### src/logic/skip_decode_pkg.sv
package skip_decode_pkg;

    // APB geometry
    localparam int unsigned ADDR_W = 8;
    localparam int unsigned DATA_W = 32;

    // Register byte addresses
    localparam logic [7:0] OFS_IRQ_CONTROL_FIRST  = 8'h00;
    localparam logic [7:0] OFS_IRQ_CONTROL_SECOND = 8'h04;
    localparam logic [7:0] OFS_FLAGS              = 8'h08;
    localparam logic [7:0] OFS_INT_STATUS         = 8'h0C;
    localparam logic [7:0] OFS_INT_MASK           = 8'h10;
    localparam logic [7:0] OFS_SKIP_COUNT         = 8'h14;

    // Interrupt control registers are four bits wide
    localparam int unsigned CTRL_W = 4;
    localparam logic [3:0] CTRL_RESET = 4'h0;

    // Enable bit positions inside the interrupt control registers
    localparam int unsigned TMR_B_EN_BIT = 3;
    localparam int unsigned TMR_C_EN_BIT = 0;

    // Flag register layout
    localparam int unsigned FLAG_B_BIT = 0;
    localparam int unsigned FLAG_C_BIT = 1;

    // Interrupt status and mask layout
    localparam int unsigned STAT_W          = 3;
    localparam int unsigned STAT_SKIP_B_BIT = 0;
    localparam int unsigned STAT_SKIP_C_BIT = 1;
    localparam int unsigned STAT_SOFTWARE_SYSTEM_RESET_OP_BIT   = 2;
    localparam logic [2:0]  STAT_RESET      = 3'h0;
    localparam logic [2:0]  MASK_RESET      = 3'h0;

    // Skip counter width and reset value
    localparam int unsigned CNT_W     = 8;
    localparam logic [7:0]  CNT_RESET = 8'h00;

    // Instruction word and opcodes, most significant bit first
    localparam int unsigned OPC_W          = 10;
    localparam logic [9:0]  OPC_SKIP_B     = 10'h281;
    localparam logic [9:0]  OPC_SKIP_C     = 10'h282;
    localparam logic [9:0]  OPC_SOFTWARE_SYSTEM_RESET_OP_DEF   = 10'h003;

    // Length of the internal system reset request pulse, in clocks
    localparam int unsigned HOLD_W           = 4;
    localparam logic [3:0]  RESET_HOLD_COUNT = 4'h8;

    // Register select produced by the address decoder
    typedef enum logic [2:0] {
        SEL_CTRL1,
        SEL_CTRL2,
        SEL_FLAGS,
        SEL_STAT,
        SEL_MASK,
        SEL_CNT,
        SEL_NONE
    } reg_sel_t;

    // Sequencer for the system reset request
    typedef enum logic {
        RST_IDLE,
        RST_HOLD
    } rst_state_t;

endpackage : skip_decode_pkg

### src/logic/decode_if.sv
`timescale 1ns/10ps
`default_nettype none

// Decoded instruction strobes between decoder and execution logic
interface decode_if;
    logic op_skip_b;   // Timer B flag test, one-cycle pulse
    logic op_skip_c;   // Timer C flag test, one-cycle pulse
    logic op_reset;    // System reset instruction, one-cycle pulse

    modport src (output op_skip_b, output op_skip_c, output op_reset);
    modport dst (input op_skip_b, input op_skip_c, input op_reset);
endinterface : decode_if

`default_nettype wire

### src/logic/timer_flag_skip_instr_decode.sv
// Our own choices: the APB slave port and the placing of the registers.
`timescale 1ns/10ps
`default_nettype none

// Overview of operation
// - Timer B enable clear, flag set: skip
// - That case also clears timer B flag
// - Timer B flag clear: no skip
// - Timer B enable set: plain no-operation
// - Timer B enable is first control bit 3
// - Timer C enable clear, flag set: skip
// - Clears timer C flag; clear flag no skip
// - Timer C enable set: plain no-operation
// - Timer C enable is second control bit 0
// - Timer C test opcode is 1010000010
module timer_flag_skip_instr_decode
    import skip_decode_pkg::*;
#(
    parameter logic [9:0] OPC_SOFTWARE_SYSTEM_RESET_OP = OPC_SOFTWARE_SYSTEM_RESET_OP_DEF
) (
    input  wire logic              clk,
    input  wire logic              reset,
    input  wire logic              psel,
    input  wire logic              penable,
    input  wire logic              pwrite,
    input  wire logic [ADDR_W-1:0] paddr,
    input  wire logic [DATA_W-1:0] pwdata,
    output var  logic [DATA_W-1:0] prdata,
    output var  logic              pready,
    output var  logic              pslverr,
    input  wire logic              instr_strobe,
    input  wire logic [OPC_W-1:0]  instr_word,
    input  wire logic              tmr_b_event,
    input  wire logic              tmr_c_event,
    output var  logic              skip_next,
    output var  logic              tmr_b_request_flag,
    output var  logic              tmr_c_request_flag,
    output var  logic              tmr_b_irq_enable,
    output var  logic              tmr_c_irq_enable,
    output var  logic              sys_reset_req,
    output var  logic              irq
);

    // Maps a word address onto a register select
    // Only whole aligned words are mapped; an offset inside a word falls
    // to the default and is refused like any other unmapped address
    function automatic reg_sel_t addr_decode(input logic [ADDR_W-1:0] addr);
        reg_sel_t sel;
        sel = SEL_NONE;
        unique case (addr)
            OFS_IRQ_CONTROL_FIRST:  sel = SEL_CTRL1;
            OFS_IRQ_CONTROL_SECOND: sel = SEL_CTRL2;
            OFS_FLAGS:              sel = SEL_FLAGS;
            OFS_INT_STATUS:         sel = SEL_STAT;
            OFS_INT_MASK:           sel = SEL_MASK;
            OFS_SKIP_COUNT:         sel = SEL_CNT;
            default:                sel = SEL_NONE;  // Unmapped address
        endcase
        return sel;
    endfunction : addr_decode

    // Decoded instruction strobes
    // Registered in the decoder, so each opcode gives a one-clock pulse
    decode_if dec ();

    // Software visible state
    logic [CTRL_W-1:0] irq_control_first;   // Holds the timer B enable
    logic [CTRL_W-1:0] irq_control_second;  // Holds the timer C enable
    logic [STAT_W-1:0] int_status;          // Sticky events
    logic [STAT_W-1:0] int_mask;            // Interrupt gate
    logic [CNT_W-1:0]  skip_count;          // Skips taken, wraps

    // Reset request sequencer
    rst_state_t        rst_state;           // Idle or holding the request
    logic [HOLD_W-1:0] hold_count;          // Clocks left in the pulse

    // Bus phase qualifiers
    // All but acc_sel low while the bus is idle; only a selected transfer moves them
    logic              apb_setup;           // First cycle of a transfer
    logic              apb_done;            // Edge at which a transfer completes
    logic              apb_wr;              // Completing write
    logic              apb_rd_stat;         // Completing read of status
    reg_sel_t          acc_sel;             // Register addressed now

    // Execution qualifiers
    // All but next_int_status valid only in the execute cycle, the clock after the strobe
    logic              exec_b;              // Timer B test may act
    logic              exec_c;              // Timer C test may act
    logic              hit_b;               // Timer B test skips
    logic              hit_c;               // Timer C test skips
    logic [STAT_W-1:0] status_events;       // Events raised this cycle
    logic [STAT_W-1:0] next_int_status;     // Status after this edge

    // Opcode decode lives in its own stage
    // The reset opcode is a parameter so it can follow the final code map
    instr_opcode_decoder #(
        .OPC_SOFTWARE_SYSTEM_RESET_OP     (OPC_SOFTWARE_SYSTEM_RESET_OP)
    ) u_decoder (
        .clk          (clk),
        .reset        (reset),
        .instr_strobe (instr_strobe),
        .instr_word   (instr_word),
        .dec          (dec)
    );

    // Bus phase decode
    // Completion needs pready as well, so a write lands once only even
    // when the master holds the access phase longer than needed
    always_comb begin
        apb_setup   = psel && !penable;
        apb_done    = psel && penable && pready;
        acc_sel     = addr_decode(paddr);
        apb_wr      = apb_done && pwrite;
        apb_rd_stat = apb_done && !pwrite && (acc_sel == SEL_STAT);
    end

    // Instructions are ignored while a system reset is being requested,
    // since the core is about to be reinitialised anyway
    // A test dropped this way is lost, not deferred: the sequencer restarts
    // from reset and never waits for its skip
    always_comb begin
        exec_b = dec.op_skip_b && (rst_state == RST_IDLE);
        exec_c = dec.op_skip_c && (rst_state == RST_IDLE);
        // Enable clear and flag set is the only case that skips
        hit_b  = exec_b && !tmr_b_irq_enable && tmr_b_request_flag;
        hit_c  = exec_c && !tmr_c_irq_enable && tmr_c_request_flag;
    end

    // Enable bits are taken straight from their register positions
    // The copy costs one clock: a control write lands at one edge and the
    // copy follows at the next, so software must write at least two
    // clocks before a test that depends on the new setting
    always_ff @(posedge clk or posedge reset) begin
        if (reset) begin
            tmr_b_irq_enable <= 1'b0;
            tmr_c_irq_enable <= 1'b0;
        end else begin
            tmr_b_irq_enable <= irq_control_first[TMR_B_EN_BIT];
            tmr_c_irq_enable <= irq_control_second[TMR_C_EN_BIT];
        end
    end

    // Timer B request flag: a timer event wins over the test's clear,
    // so a request landing in the clearing cycle is not lost
    // With no event and no hit the flag holds, which keeps the enabled
    // test a true no-operation
    always_ff @(posedge clk or posedge reset) begin
        if (reset) begin
            tmr_b_request_flag <= 1'b0;
        end else if (tmr_b_event) begin
            tmr_b_request_flag <= 1'b1;
        end else if (hit_b) begin
            tmr_b_request_flag <= 1'b0;
        end
    end

    // Timer C request flag, same priority as timer B
    // Both flags share one form; a change to one belongs in the other
    always_ff @(posedge clk or posedge reset) begin
        if (reset) begin
            tmr_c_request_flag <= 1'b0;
        end else if (tmr_c_event) begin
            tmr_c_request_flag <= 1'b1;
        end else if (hit_c) begin
            tmr_c_request_flag <= 1'b0;
        end
    end

    // Skip strobe to the program sequencer; one clock per test that skips,
    // two clocks after the instruction strobe
    // The pulse is not held: the sequencer takes it in the cycle it stands,
    // and a second test right behind gives a second pulse
    always_ff @(posedge clk or posedge reset) begin
        if (reset) begin
            skip_next <= 1'b0;
        end else begin
            skip_next <= hit_b || hit_c;
        end
    end

    // System reset request: held long enough for the whole chip to see it
    // The pulse is counted here rather than fed back into this block's own
    // reset: feeding it back would clear the counter before the pulse
    // had reached the rest of the chip
    always_ff @(posedge clk or posedge reset) begin
        if (reset) begin
            rst_state     <= RST_IDLE;
            hold_count    <= '0;
            sys_reset_req <= 1'b0;
        end else begin
            unique case (rst_state)
                RST_IDLE: begin
                    if (dec.op_reset) begin
                        // Start from the full pulse length
                        rst_state     <= RST_HOLD;
                        hold_count    <= RESET_HOLD_COUNT;
                        sys_reset_req <= 1'b1;
                    end
                end
                RST_HOLD: begin
                    if (hold_count == HOLD_W'(1)) begin
                        // Pulse over; the outer reset takes it from here
                        rst_state     <= RST_IDLE;
                        hold_count    <= '0;
                        sys_reset_req <= 1'b0;
                    end else begin
                        // Still holding; one clock fewer to go
                        hold_count    <= hold_count - HOLD_W'(1);
                    end
                end
            endcase
        end
    end

    // Interrupt control registers, written by software only
    // Only the low four bits exist; higher write data bits are dropped
    // and read back as zero
    always_ff @(posedge clk or posedge reset) begin
        if (reset) begin
            irq_control_first  <= CTRL_RESET;
            irq_control_second <= CTRL_RESET;
        end else if (apb_wr) begin
            if (acc_sel == SEL_CTRL1) begin
                irq_control_first <= pwdata[CTRL_W-1:0];
            end
            if (acc_sel == SEL_CTRL2) begin
                irq_control_second <= pwdata[CTRL_W-1:0];
            end
        end
    end

    // Interrupt mask register
    // A set mask bit lets the matching status bit drive the interrupt
    always_ff @(posedge clk or posedge reset) begin
        if (reset) begin
            int_mask <= MASK_RESET;
        end else if (apb_wr && (acc_sel == SEL_MASK)) begin
            int_mask <= pwdata[STAT_W-1:0];
        end
    end

    // Skip counter; a write of any value clears it
    // The count wraps at its width; software that needs more must poll
    // and clear it before it turns over
    always_ff @(posedge clk or posedge reset) begin
        if (reset) begin
            skip_count <= CNT_RESET;
        end else if (apb_wr && (acc_sel == SEL_CNT)) begin
            skip_count <= CNT_RESET;
        end else if (hit_b || hit_c) begin
            skip_count <= skip_count + CNT_W'(1);
        end
    end

    // Status events and read-to-clear; an event in the clearing read
    // survives, because the set is ORed in after the clear
    // Repeated events before a read merge into one bit; the skip counter
    // is there for software that needs the number
    always_comb begin
        status_events                  = '0;
        status_events[STAT_SKIP_B_BIT] = hit_b;
        status_events[STAT_SKIP_C_BIT] = hit_c;
        status_events[STAT_SOFTWARE_SYSTEM_RESET_OP_BIT]   = dec.op_reset && (rst_state == RST_IDLE);
        if (apb_rd_stat) begin
            next_int_status = status_events;
        end else begin
            next_int_status = int_status | status_events;
        end
    end

    // Sticky status register
    // Every bit holds until a read of the status word clears it
    always_ff @(posedge clk or posedge reset) begin
        if (reset) begin
            int_status <= STAT_RESET;
        end else begin
            int_status <= next_int_status;
        end
    end

    // Level interrupt; looks at the next status so it tracks it exactly
    // This saves a clock of interrupt latency at the cost of a deeper
    // path from the event terms to this flop
    always_ff @(posedge clk or posedge reset) begin
        if (reset) begin
            irq <= 1'b0;
        end else begin
            irq <= |(next_int_status & int_mask);
        end
    end

    // Slave answers in the first access cycle: ready is raised by the setup
    // cycle, so each transfer takes exactly two clocks
    // Errors ride on the same ready pulse so the master sees them in the
    // access cycle; a refused write changes nothing
    always_ff @(posedge clk or posedge reset) begin
        if (reset) begin
            pready  <= 1'b0;
            pslverr <= 1'b0;
        end else begin
            pready  <= apb_setup;
            pslverr <= apb_setup && (acc_sel == SEL_NONE);
        end
    end

    // Read data captured in the setup cycle; status bits still arriving in
    // the access cycle are kept for the next read rather than lost
    // Data stand from the access cycle until the next read setup, so a
    // master that samples late still sees them
    always_ff @(posedge clk or posedge reset) begin
        if (reset) begin
            prdata <= '0;
        end else if (apb_setup && !pwrite) begin
            prdata <= '0;
            unique case (acc_sel)
                SEL_CTRL1: begin
                    prdata[CTRL_W-1:0] <= irq_control_first;
                end
                SEL_CTRL2: begin
                    prdata[CTRL_W-1:0] <= irq_control_second;
                end
                SEL_FLAGS: begin
                    prdata[FLAG_B_BIT] <= tmr_b_request_flag;
                    prdata[FLAG_C_BIT] <= tmr_c_request_flag;
                end
                SEL_STAT: begin
                    prdata[STAT_W-1:0] <= next_int_status;
                end
                SEL_MASK: begin
                    prdata[STAT_W-1:0] <= int_mask;
                end
                SEL_CNT: begin
                    prdata[CNT_W-1:0] <= skip_count;
                end
                default: begin
                    prdata <= '0;  // Unmapped reads as zero
                end
            endcase
        end
    end

endmodule : timer_flag_skip_instr_decode

`default_nettype wire

### src/logic/instr_opcode_decoder.sv
`timescale 1ns/10ps
`default_nettype none

module instr_opcode_decoder
    import skip_decode_pkg::*;
#(
    parameter logic [9:0] OPC_SOFTWARE_SYSTEM_RESET_OP = OPC_SOFTWARE_SYSTEM_RESET_OP_DEF
) (
    input  wire logic             clk,
    input  wire logic             reset,
    input  wire logic             instr_strobe,
    input  wire logic [OPC_W-1:0] instr_word,
    decode_if.src                 dec
);

    // Registered decode; one word per instruction, no operand fetch
    always_ff @(posedge clk or posedge reset) begin
        if (reset) begin
            dec.op_skip_b <= 1'b0;
            dec.op_skip_c <= 1'b0;
            dec.op_reset  <= 1'b0;
        end else begin
            dec.op_skip_b <= instr_strobe && (instr_word == OPC_SKIP_B);
            dec.op_skip_c <= instr_strobe && (instr_word == OPC_SKIP_C);
            dec.op_reset  <= instr_strobe && (instr_word == OPC_SOFTWARE_SYSTEM_RESET_OP);
        end
    end

endmodule : instr_opcode_decoder

`default_nettype wire

### config.mk
export PLATFORM = sky130hd
export DESIGN_NAME = timer_flag_skip_instr_decode
export DESIGN_NICKNAME = d
export VERILOG_FILES = /design/src/logic/skip_decode_pkg.sv /design/src/logic/decode_if.sv /design/src/logic/timer_flag_skip_instr_decode.sv /design/src/logic/instr_opcode_decoder.sv
export SDC_FILE = /design/constraint.sdc
export NUM_CORES = 1
export LEC_CHECK = 0
export ABC_AREA = 1
export BUFFER_PORTS_ARGS = -buffer_cell sky130_fd_sc_hd__buf_2
export CAP_MARGIN = 5
export CORE_MARGIN = 2
export CORE_UTILIZATION = 50
export DETAILED_ROUTE_END_ITERATION = 12
export PLACE_DENSITY = 0.79
export SLEW_MARGIN = 20
export SYNTH_ARGS = -nofsm -noshare
export SYNTH_HDL_FRONTEND = slang
export SYNTH_SLANG_ARGS = --single-unit
### constraint.sdc
create_clock -name clk -period 4.19 [get_ports clk]
set_input_delay 0.6285 -clock clk [delete_from_list [all_inputs] [get_ports clk]]
set_output_delay 0.6285 -clock clk [all_outputs]
set_load 0.01 [all_outputs]
## Word-level counts from Yosys, hierarchy flattened

Index checks and enable logic that the tools add are counted.

- Word-level logic and storage cells: 97
- Bits in registers: 47
- Input port bits: 58
- Output and inout port bits: 41

- $add $sub $neg: 2
- Eq/ne operators: 17
- Bitwise logic cells: 3
- Reduce and logical (&&, ||, !) cells: 34
- Mux-type cells: 21

Operators with widths:

| operator | number |
|---|---|
| $eq 10x10->1 const B | 2 |
| $logic_and 1x1->1 | 20 |
| $pmux 3 s6 | 1 |
| $eq 8x4->1 const B | 2 |
| $eq 8x5->1 const B | 2 |
| $mux 8 | 2 |
| $mux 4 | 3 |
| $pmux 2 s6 | 1 |
| $eq 10x2->1 const B | 1 |
| $eq 3x3->1 const B | 3 |
| $add 8x1->8 const B | 1 |
| $eq 8x3->1 const B | 1 |
| $logic_not 8->1 | 1 |
| $mux 1 | 8 |
| $pmux 4 s2 | 1 |
| $eq 3x2->1 const B | 2 |
| $reduce_and 2->1 | 3 |
| $reduce_bool 2->1 | 3 |
| $pmux 1 s5 | 1 |
| $eq 4x1->1 const B | 1 |
| $logic_not 1->1 | 4 |
| $ne 2x1->1 const B | 2 |
| $pmux 1 s2 | 2 |
| $sub 4x1->4 const B | 1 |
| other kinds (9) | 9 |

## Logic depth before layout (Yosys ltp)

- Depth in word-level cells: 8
- Depth in mapped cells: 14
- Mapped depth without buffers: 14

## Modules after synthesis

From an unflattened synthesis, not the netlist that was laid out.

- Cells, all modules: 350
- Area total of the unflattened synthesis: 2752.6 sq um

Modules (own cells, without submodules):

| module | area each (sq um) | cells each | times used | sequential area each (sq um) |
|---|---|---|---|---|
| timer_flag_skip_instr_decode | 2552.4 | 315 | 1 | 1101.1 |
| instr_opcode_decoder | 200.2 | 35 | 1 | 75.1 |

## Worst setup path after synthesis

No wires, ideal clock.

- Path kind: input to register
- From: input paddr[1]
- To: register skip_count[2]
- Stages: 13
- Required time: 4.078 ns
- Path buffers: 0
- Setup time: 0.112 ns
- Setup slack: 1.926 ns
- Data arrival time: 2.151 ns
- Cell sequence: nor2_4 > nand2_4 > nor2_4 > inv_2 > ha_1 > o21ai_4 > nand2_2 > nor2_4 > nand2_4 > nor2_4 > inv_2 > nand3b_2 > inv_2

- Longest elaborated chain between the ends: 5
- Elaborated cells on any way between the ends: 11
- Those cells by class: 6 x eq/ne; 2 x mux; 3 x reduce/logical

Ends and longest elaborated chain:

| element | RTL line | source |
|---|---|---|
| from (decl) | timer_flag_skip_instr_decode.sv:26 | `input wire logic [ADDR_W-1:0] paddr,` |
| $eq 8x5->1 (tied with other cells) | timer_flag_skip_instr_decode.sv:50 | `unique case (addr)` |
| $pmux 3 s6 (*) | timer_flag_skip_instr_decode.sv:50 |  |
| $eq 3x3->1 (*) | timer_flag_skip_instr_decode.sv:248 | `end else if (apb_wr && (acc_sel == SEL_CNT)) begin` |
| $logic_and 1x1->1 (*) | timer_flag_skip_instr_decode.sv:248 |  |
| $mux 8 or $reduce_bool 2->1 (tied branches) | n/a |  |
| to (signal assigned) | timer_flag_skip_instr_decode.sv:251 | `skip_count <= skip_count + CNT_W'(1);` |
| to (decl) | timer_flag_skip_instr_decode.sv:71 | `logic [CNT_W-1:0] skip_count;` |

Every way passes the cells marked *; elsewhere a longest branch is shown, timed or not.
A chain may end at the register's enable or synchronous reset.

## Final worst setup path

- From: input paddr[1]
- To: register skip_count[4]

Same word-level chain as after synthesis.

==> results.sh <==
export IMPL_hp_start="irq_control_first[3]"
export IMPL_core_area_mm2=0.00511
export IMPL_die_w_um=76.9
export IMPL_hold_viol=0
export IMPL_timing_critical_path_from="paddr[1]"
export IMPL_grt_overflow=0
export IMPL_r2r_slack_ps=2510
export IMPL_yosys_warnings=0
export IMPL_hold_buffers=0
export IMPL_fmax_mhz=431
export IMPL_intPower_uw=639
export IMPL_drtIter0Drc=120
export IMPL_fin_crit_ps=2320
export IMPL_routed_wl_um=5120
export IMPL_rsz0062_at_grt="false"
export IMPL_htree_levels=2
export IMPL_vdd_drop_max_v=0.000122
export IMPL_final_cell_area_mm2=0.00297
export IMPL_die_h_um=76.9
export IMPL_ios=99
export IMPL_r2r_end="skip_count[7]"
export IMPL_antenna_found_initial=0
export IMPL_slew_violations=0
export IMPL_post_cts_buffers=0
export IMPL_min_period_over_period_pct=55.4
export IMPL_synth_cell_type_count=38
export IMPL_synthArstFlopShare_pct=100
export IMPL_dieArea_mm2=0.00591
export IMPL_power_per_cell_area_mw_per_mm2=290
export IMPL_ctsResizeCount=0
export IMPL_start_util_pct=52.0
export IMPL_grt_use_total_pct=19.0
export IMPL_endpoint="skip_count[4]"
export IMPL_ant_nets=0
export IMPL_dp_cells=438
export IMPL_cp_max_fo=10
export IMPL_fillCellCount=483
export IMPL_setup_viol=0
export IMPL_synth_top_area_cell="dfrtp_1"
export IMPL_maxCapViolations=0
export IMPL_finalNetCount=437
export IMPL_cp_arrival_ps=2510
export IMPL_port_buffers=46
export IMPL_avgSynthCellArea_um2=8.22
export IMPL_reg2reg_from="rst_state"
export IMPL_antenna_cells=0
export IMPL_grt_pass1_wl_um=9030
export IMPL_switching_share_pct=25.9
export IMPL_numClockSinks=47
export IMPL_ys_flop_type="dfrtp_1"
export IMPL_synthCells=323
export IMPL_final_cell_mix="66 x nand2_1, 47 x dfrtp_1, 46 x buf_2"
export IMPL_cts_tree="yes"
export IMPL_ys_ff_latch=47
export IMPL_grt_max_degree=48
export IMPL_viasPerCell=4.78
export IMPL_p_leak_uw=0.00159
export IMPL_wire_per_inst_um=11.5
export IMPL_p_seq_share_pct=55.4
export IMPL_clockRootBuffer="clkbuf_8"
export IMPL_gp_congestion=0.862
export IMPL_fin_util_pct=58.2
export IMPL_synth_edff_count=0
export IMPL_path_class="input port to register"
export IMPL_netlist_top_cells_area="dfrtp_1 44%, nand2_1 9.3%, buf_4 6.8%"
export IMPL_layout_drive_gt1_share_pct=23.5
export IMPL_detailed_place_area_mm2=0.00288
export IMPL_worst_pin_slew_ps=583
export IMPL_cts_buffers=5
export IMPL_drc=0
export IMPL_grt_pass1_vias=2005
export IMPL_hold_class="register to register"
export IMPL_ys_seq_area_share_pct=44.3
export IMPL_switchingPower_uw=224
export IMPL_fin_setup_tns_ps=0
export IMPL_syn2layout_area_growth_pct=11.9
export IMPL_p_clk_share_pct=31.8
export IMPL_end_kind="register"
export IMPL_r2r_cells=8
export IMPL_clock_skew_ps=2.52
export IMPL_status="finished clean"
export IMPL_max_slew_margin_rel_pct=61.2
export IMPL_netlist_area_mm2=0.00266
export IMPL_start_kind="input port"
export IMPL_clockBufferDepth=2
export IMPL_power_frac_comb_pct=12.7
export IMPL_layout_commonest_cell="nand2_1"
export IMPL_dp_final_hpwl_um=3970
export IMPL_rows=26
export IMPL_drtPass1Iterations=4
export IMPL_clk_latency_ps=300
export IMPL_layoutNonFillerInstCount=445
export IMPL_worstPathRequired_ps=4380
export IMPL_synth_top_area_share_pct=44.3
export IMPL_clkTransAtPathRegs_ps=80
export IMPL_vias=2128
==> metrics by stage <==
step	worst slack, ps	total power (uW)	hold WS (ps)
6_report	1870	862	407
2_1_floorplan	1930	579	374
5_1_grt	1730	910	424
3_5_place_dp	1560	596	390
4_1_cts	1880	869	409
3_3_place_gp	1610	593	388
==> critical path, stage by stage <==
cell	delay, ps
buf_2	110
nor2_4	180
nand2_4	100
nor2_4	300
inv_2	110
ha_1	260
o21ai_4	110
nand2_2	140
nor2_4	170
nand2_4	90
nor2_4	120
inv_2	90
nand2_1	70
a21oi_1	40
==> worst min path at each step <==
stage                             endpoint  slack [ps]  cells after the start
after floorplan           tmr_b_irq_enable         370                      0
after global placement    tmr_b_irq_enable         390                      0
after detailed placement  tmr_b_irq_enable         390                      0
after CTS                 tmr_b_irq_enable         410                      0
after global routing      tmr_b_irq_enable         420                      0
final                     tmr_b_irq_enable         410                      0
==> cell families (layout without fill, tap and decap cells) <==
kind of cell,after synthesis,count (layout),share of synthesized area [%]
buf+inv,75,104,14.1
other cells,1,24,0.141
fa+ha+maj,4,4,1.89
flops,47,47,44.3
compound gates,30,30,7.26
simple gates,164,164,31.7
xor+xnor,2,2,0.660
==> routing by layer <==
metal / GRT usage [%] / vias up / routed length [um]
li1: - / 1092 / -
met1: 24.3 / 976 / 2380
met2: 30.6 / 48 / 2410
met3: 4.12 / 12 / 187
met4: 8.91 / 0 / 146
met5: 0 / - / 0
==> cell usage after synthesis, types with 4 or more instances <==
cell and number:
buf_4 24, nand4_1 16, ha_1 4, nor3_1 5, o21ai_0 14, nand3_1 17
nand2_1 66, dfrtp_1 47, o31ai_1 4, inv_2 5, nor2_4 5, nor2_1 27
inv_1 43, nand3_2 4, nand2_2 7, nor2_2 4
==> state kept, by name, indices dropped and copies added (netlist names) <==
name                     flops
hold_count                   4
int_mask                     3
int_status                   3
irq                          1
irq_control_first            4
irq_control_second           4
prdata                       8
pready                       1
pslverr                      1
rst_state                    1
skip_count                   8
skip_next                    1
sys_reset_req                1
tmr_b_irq_enable             1
tmr_b_request_flag           1
tmr_c_irq_enable             1
tmr_c_request_flag           1
u_decoder.dec.op_reset       1
u_decoder.dec.op_skip_b      1
u_decoder.dec.op_skip_c      1
==> layout make-up <==
type / count / area [um2] / share of cell area [%]
multi-input combinational: 224 / 1190 / 40.1
sequential: 47 / 1180 / 39.6
clock buffer: 6 / 82.6 / 2.78
timing repair buffer: 47 / 238 / 8.00
tap: 70 / 87.6 / 2.95
inverter: 50 / 190 / 6.40
clock inverter: 1 / 5.00 / 0.168
==> power groups by stage <==
| stage | logic (uW) | clock network (uW) | registers [uW] |
|---|---|---|---|
| after floorplan | 93.7 | 0 | 486 |
| after global placement | 107 | 0 | 486 |
| after detailed placement | 109 | 0 | 487 |
| after CTS | 110 | 281 | 478 |
| after global routing | 125 | 304 | 481 |
| final | 110 | 275 | 478 |
Note: power is estimated with default switching activity, not from simulation.
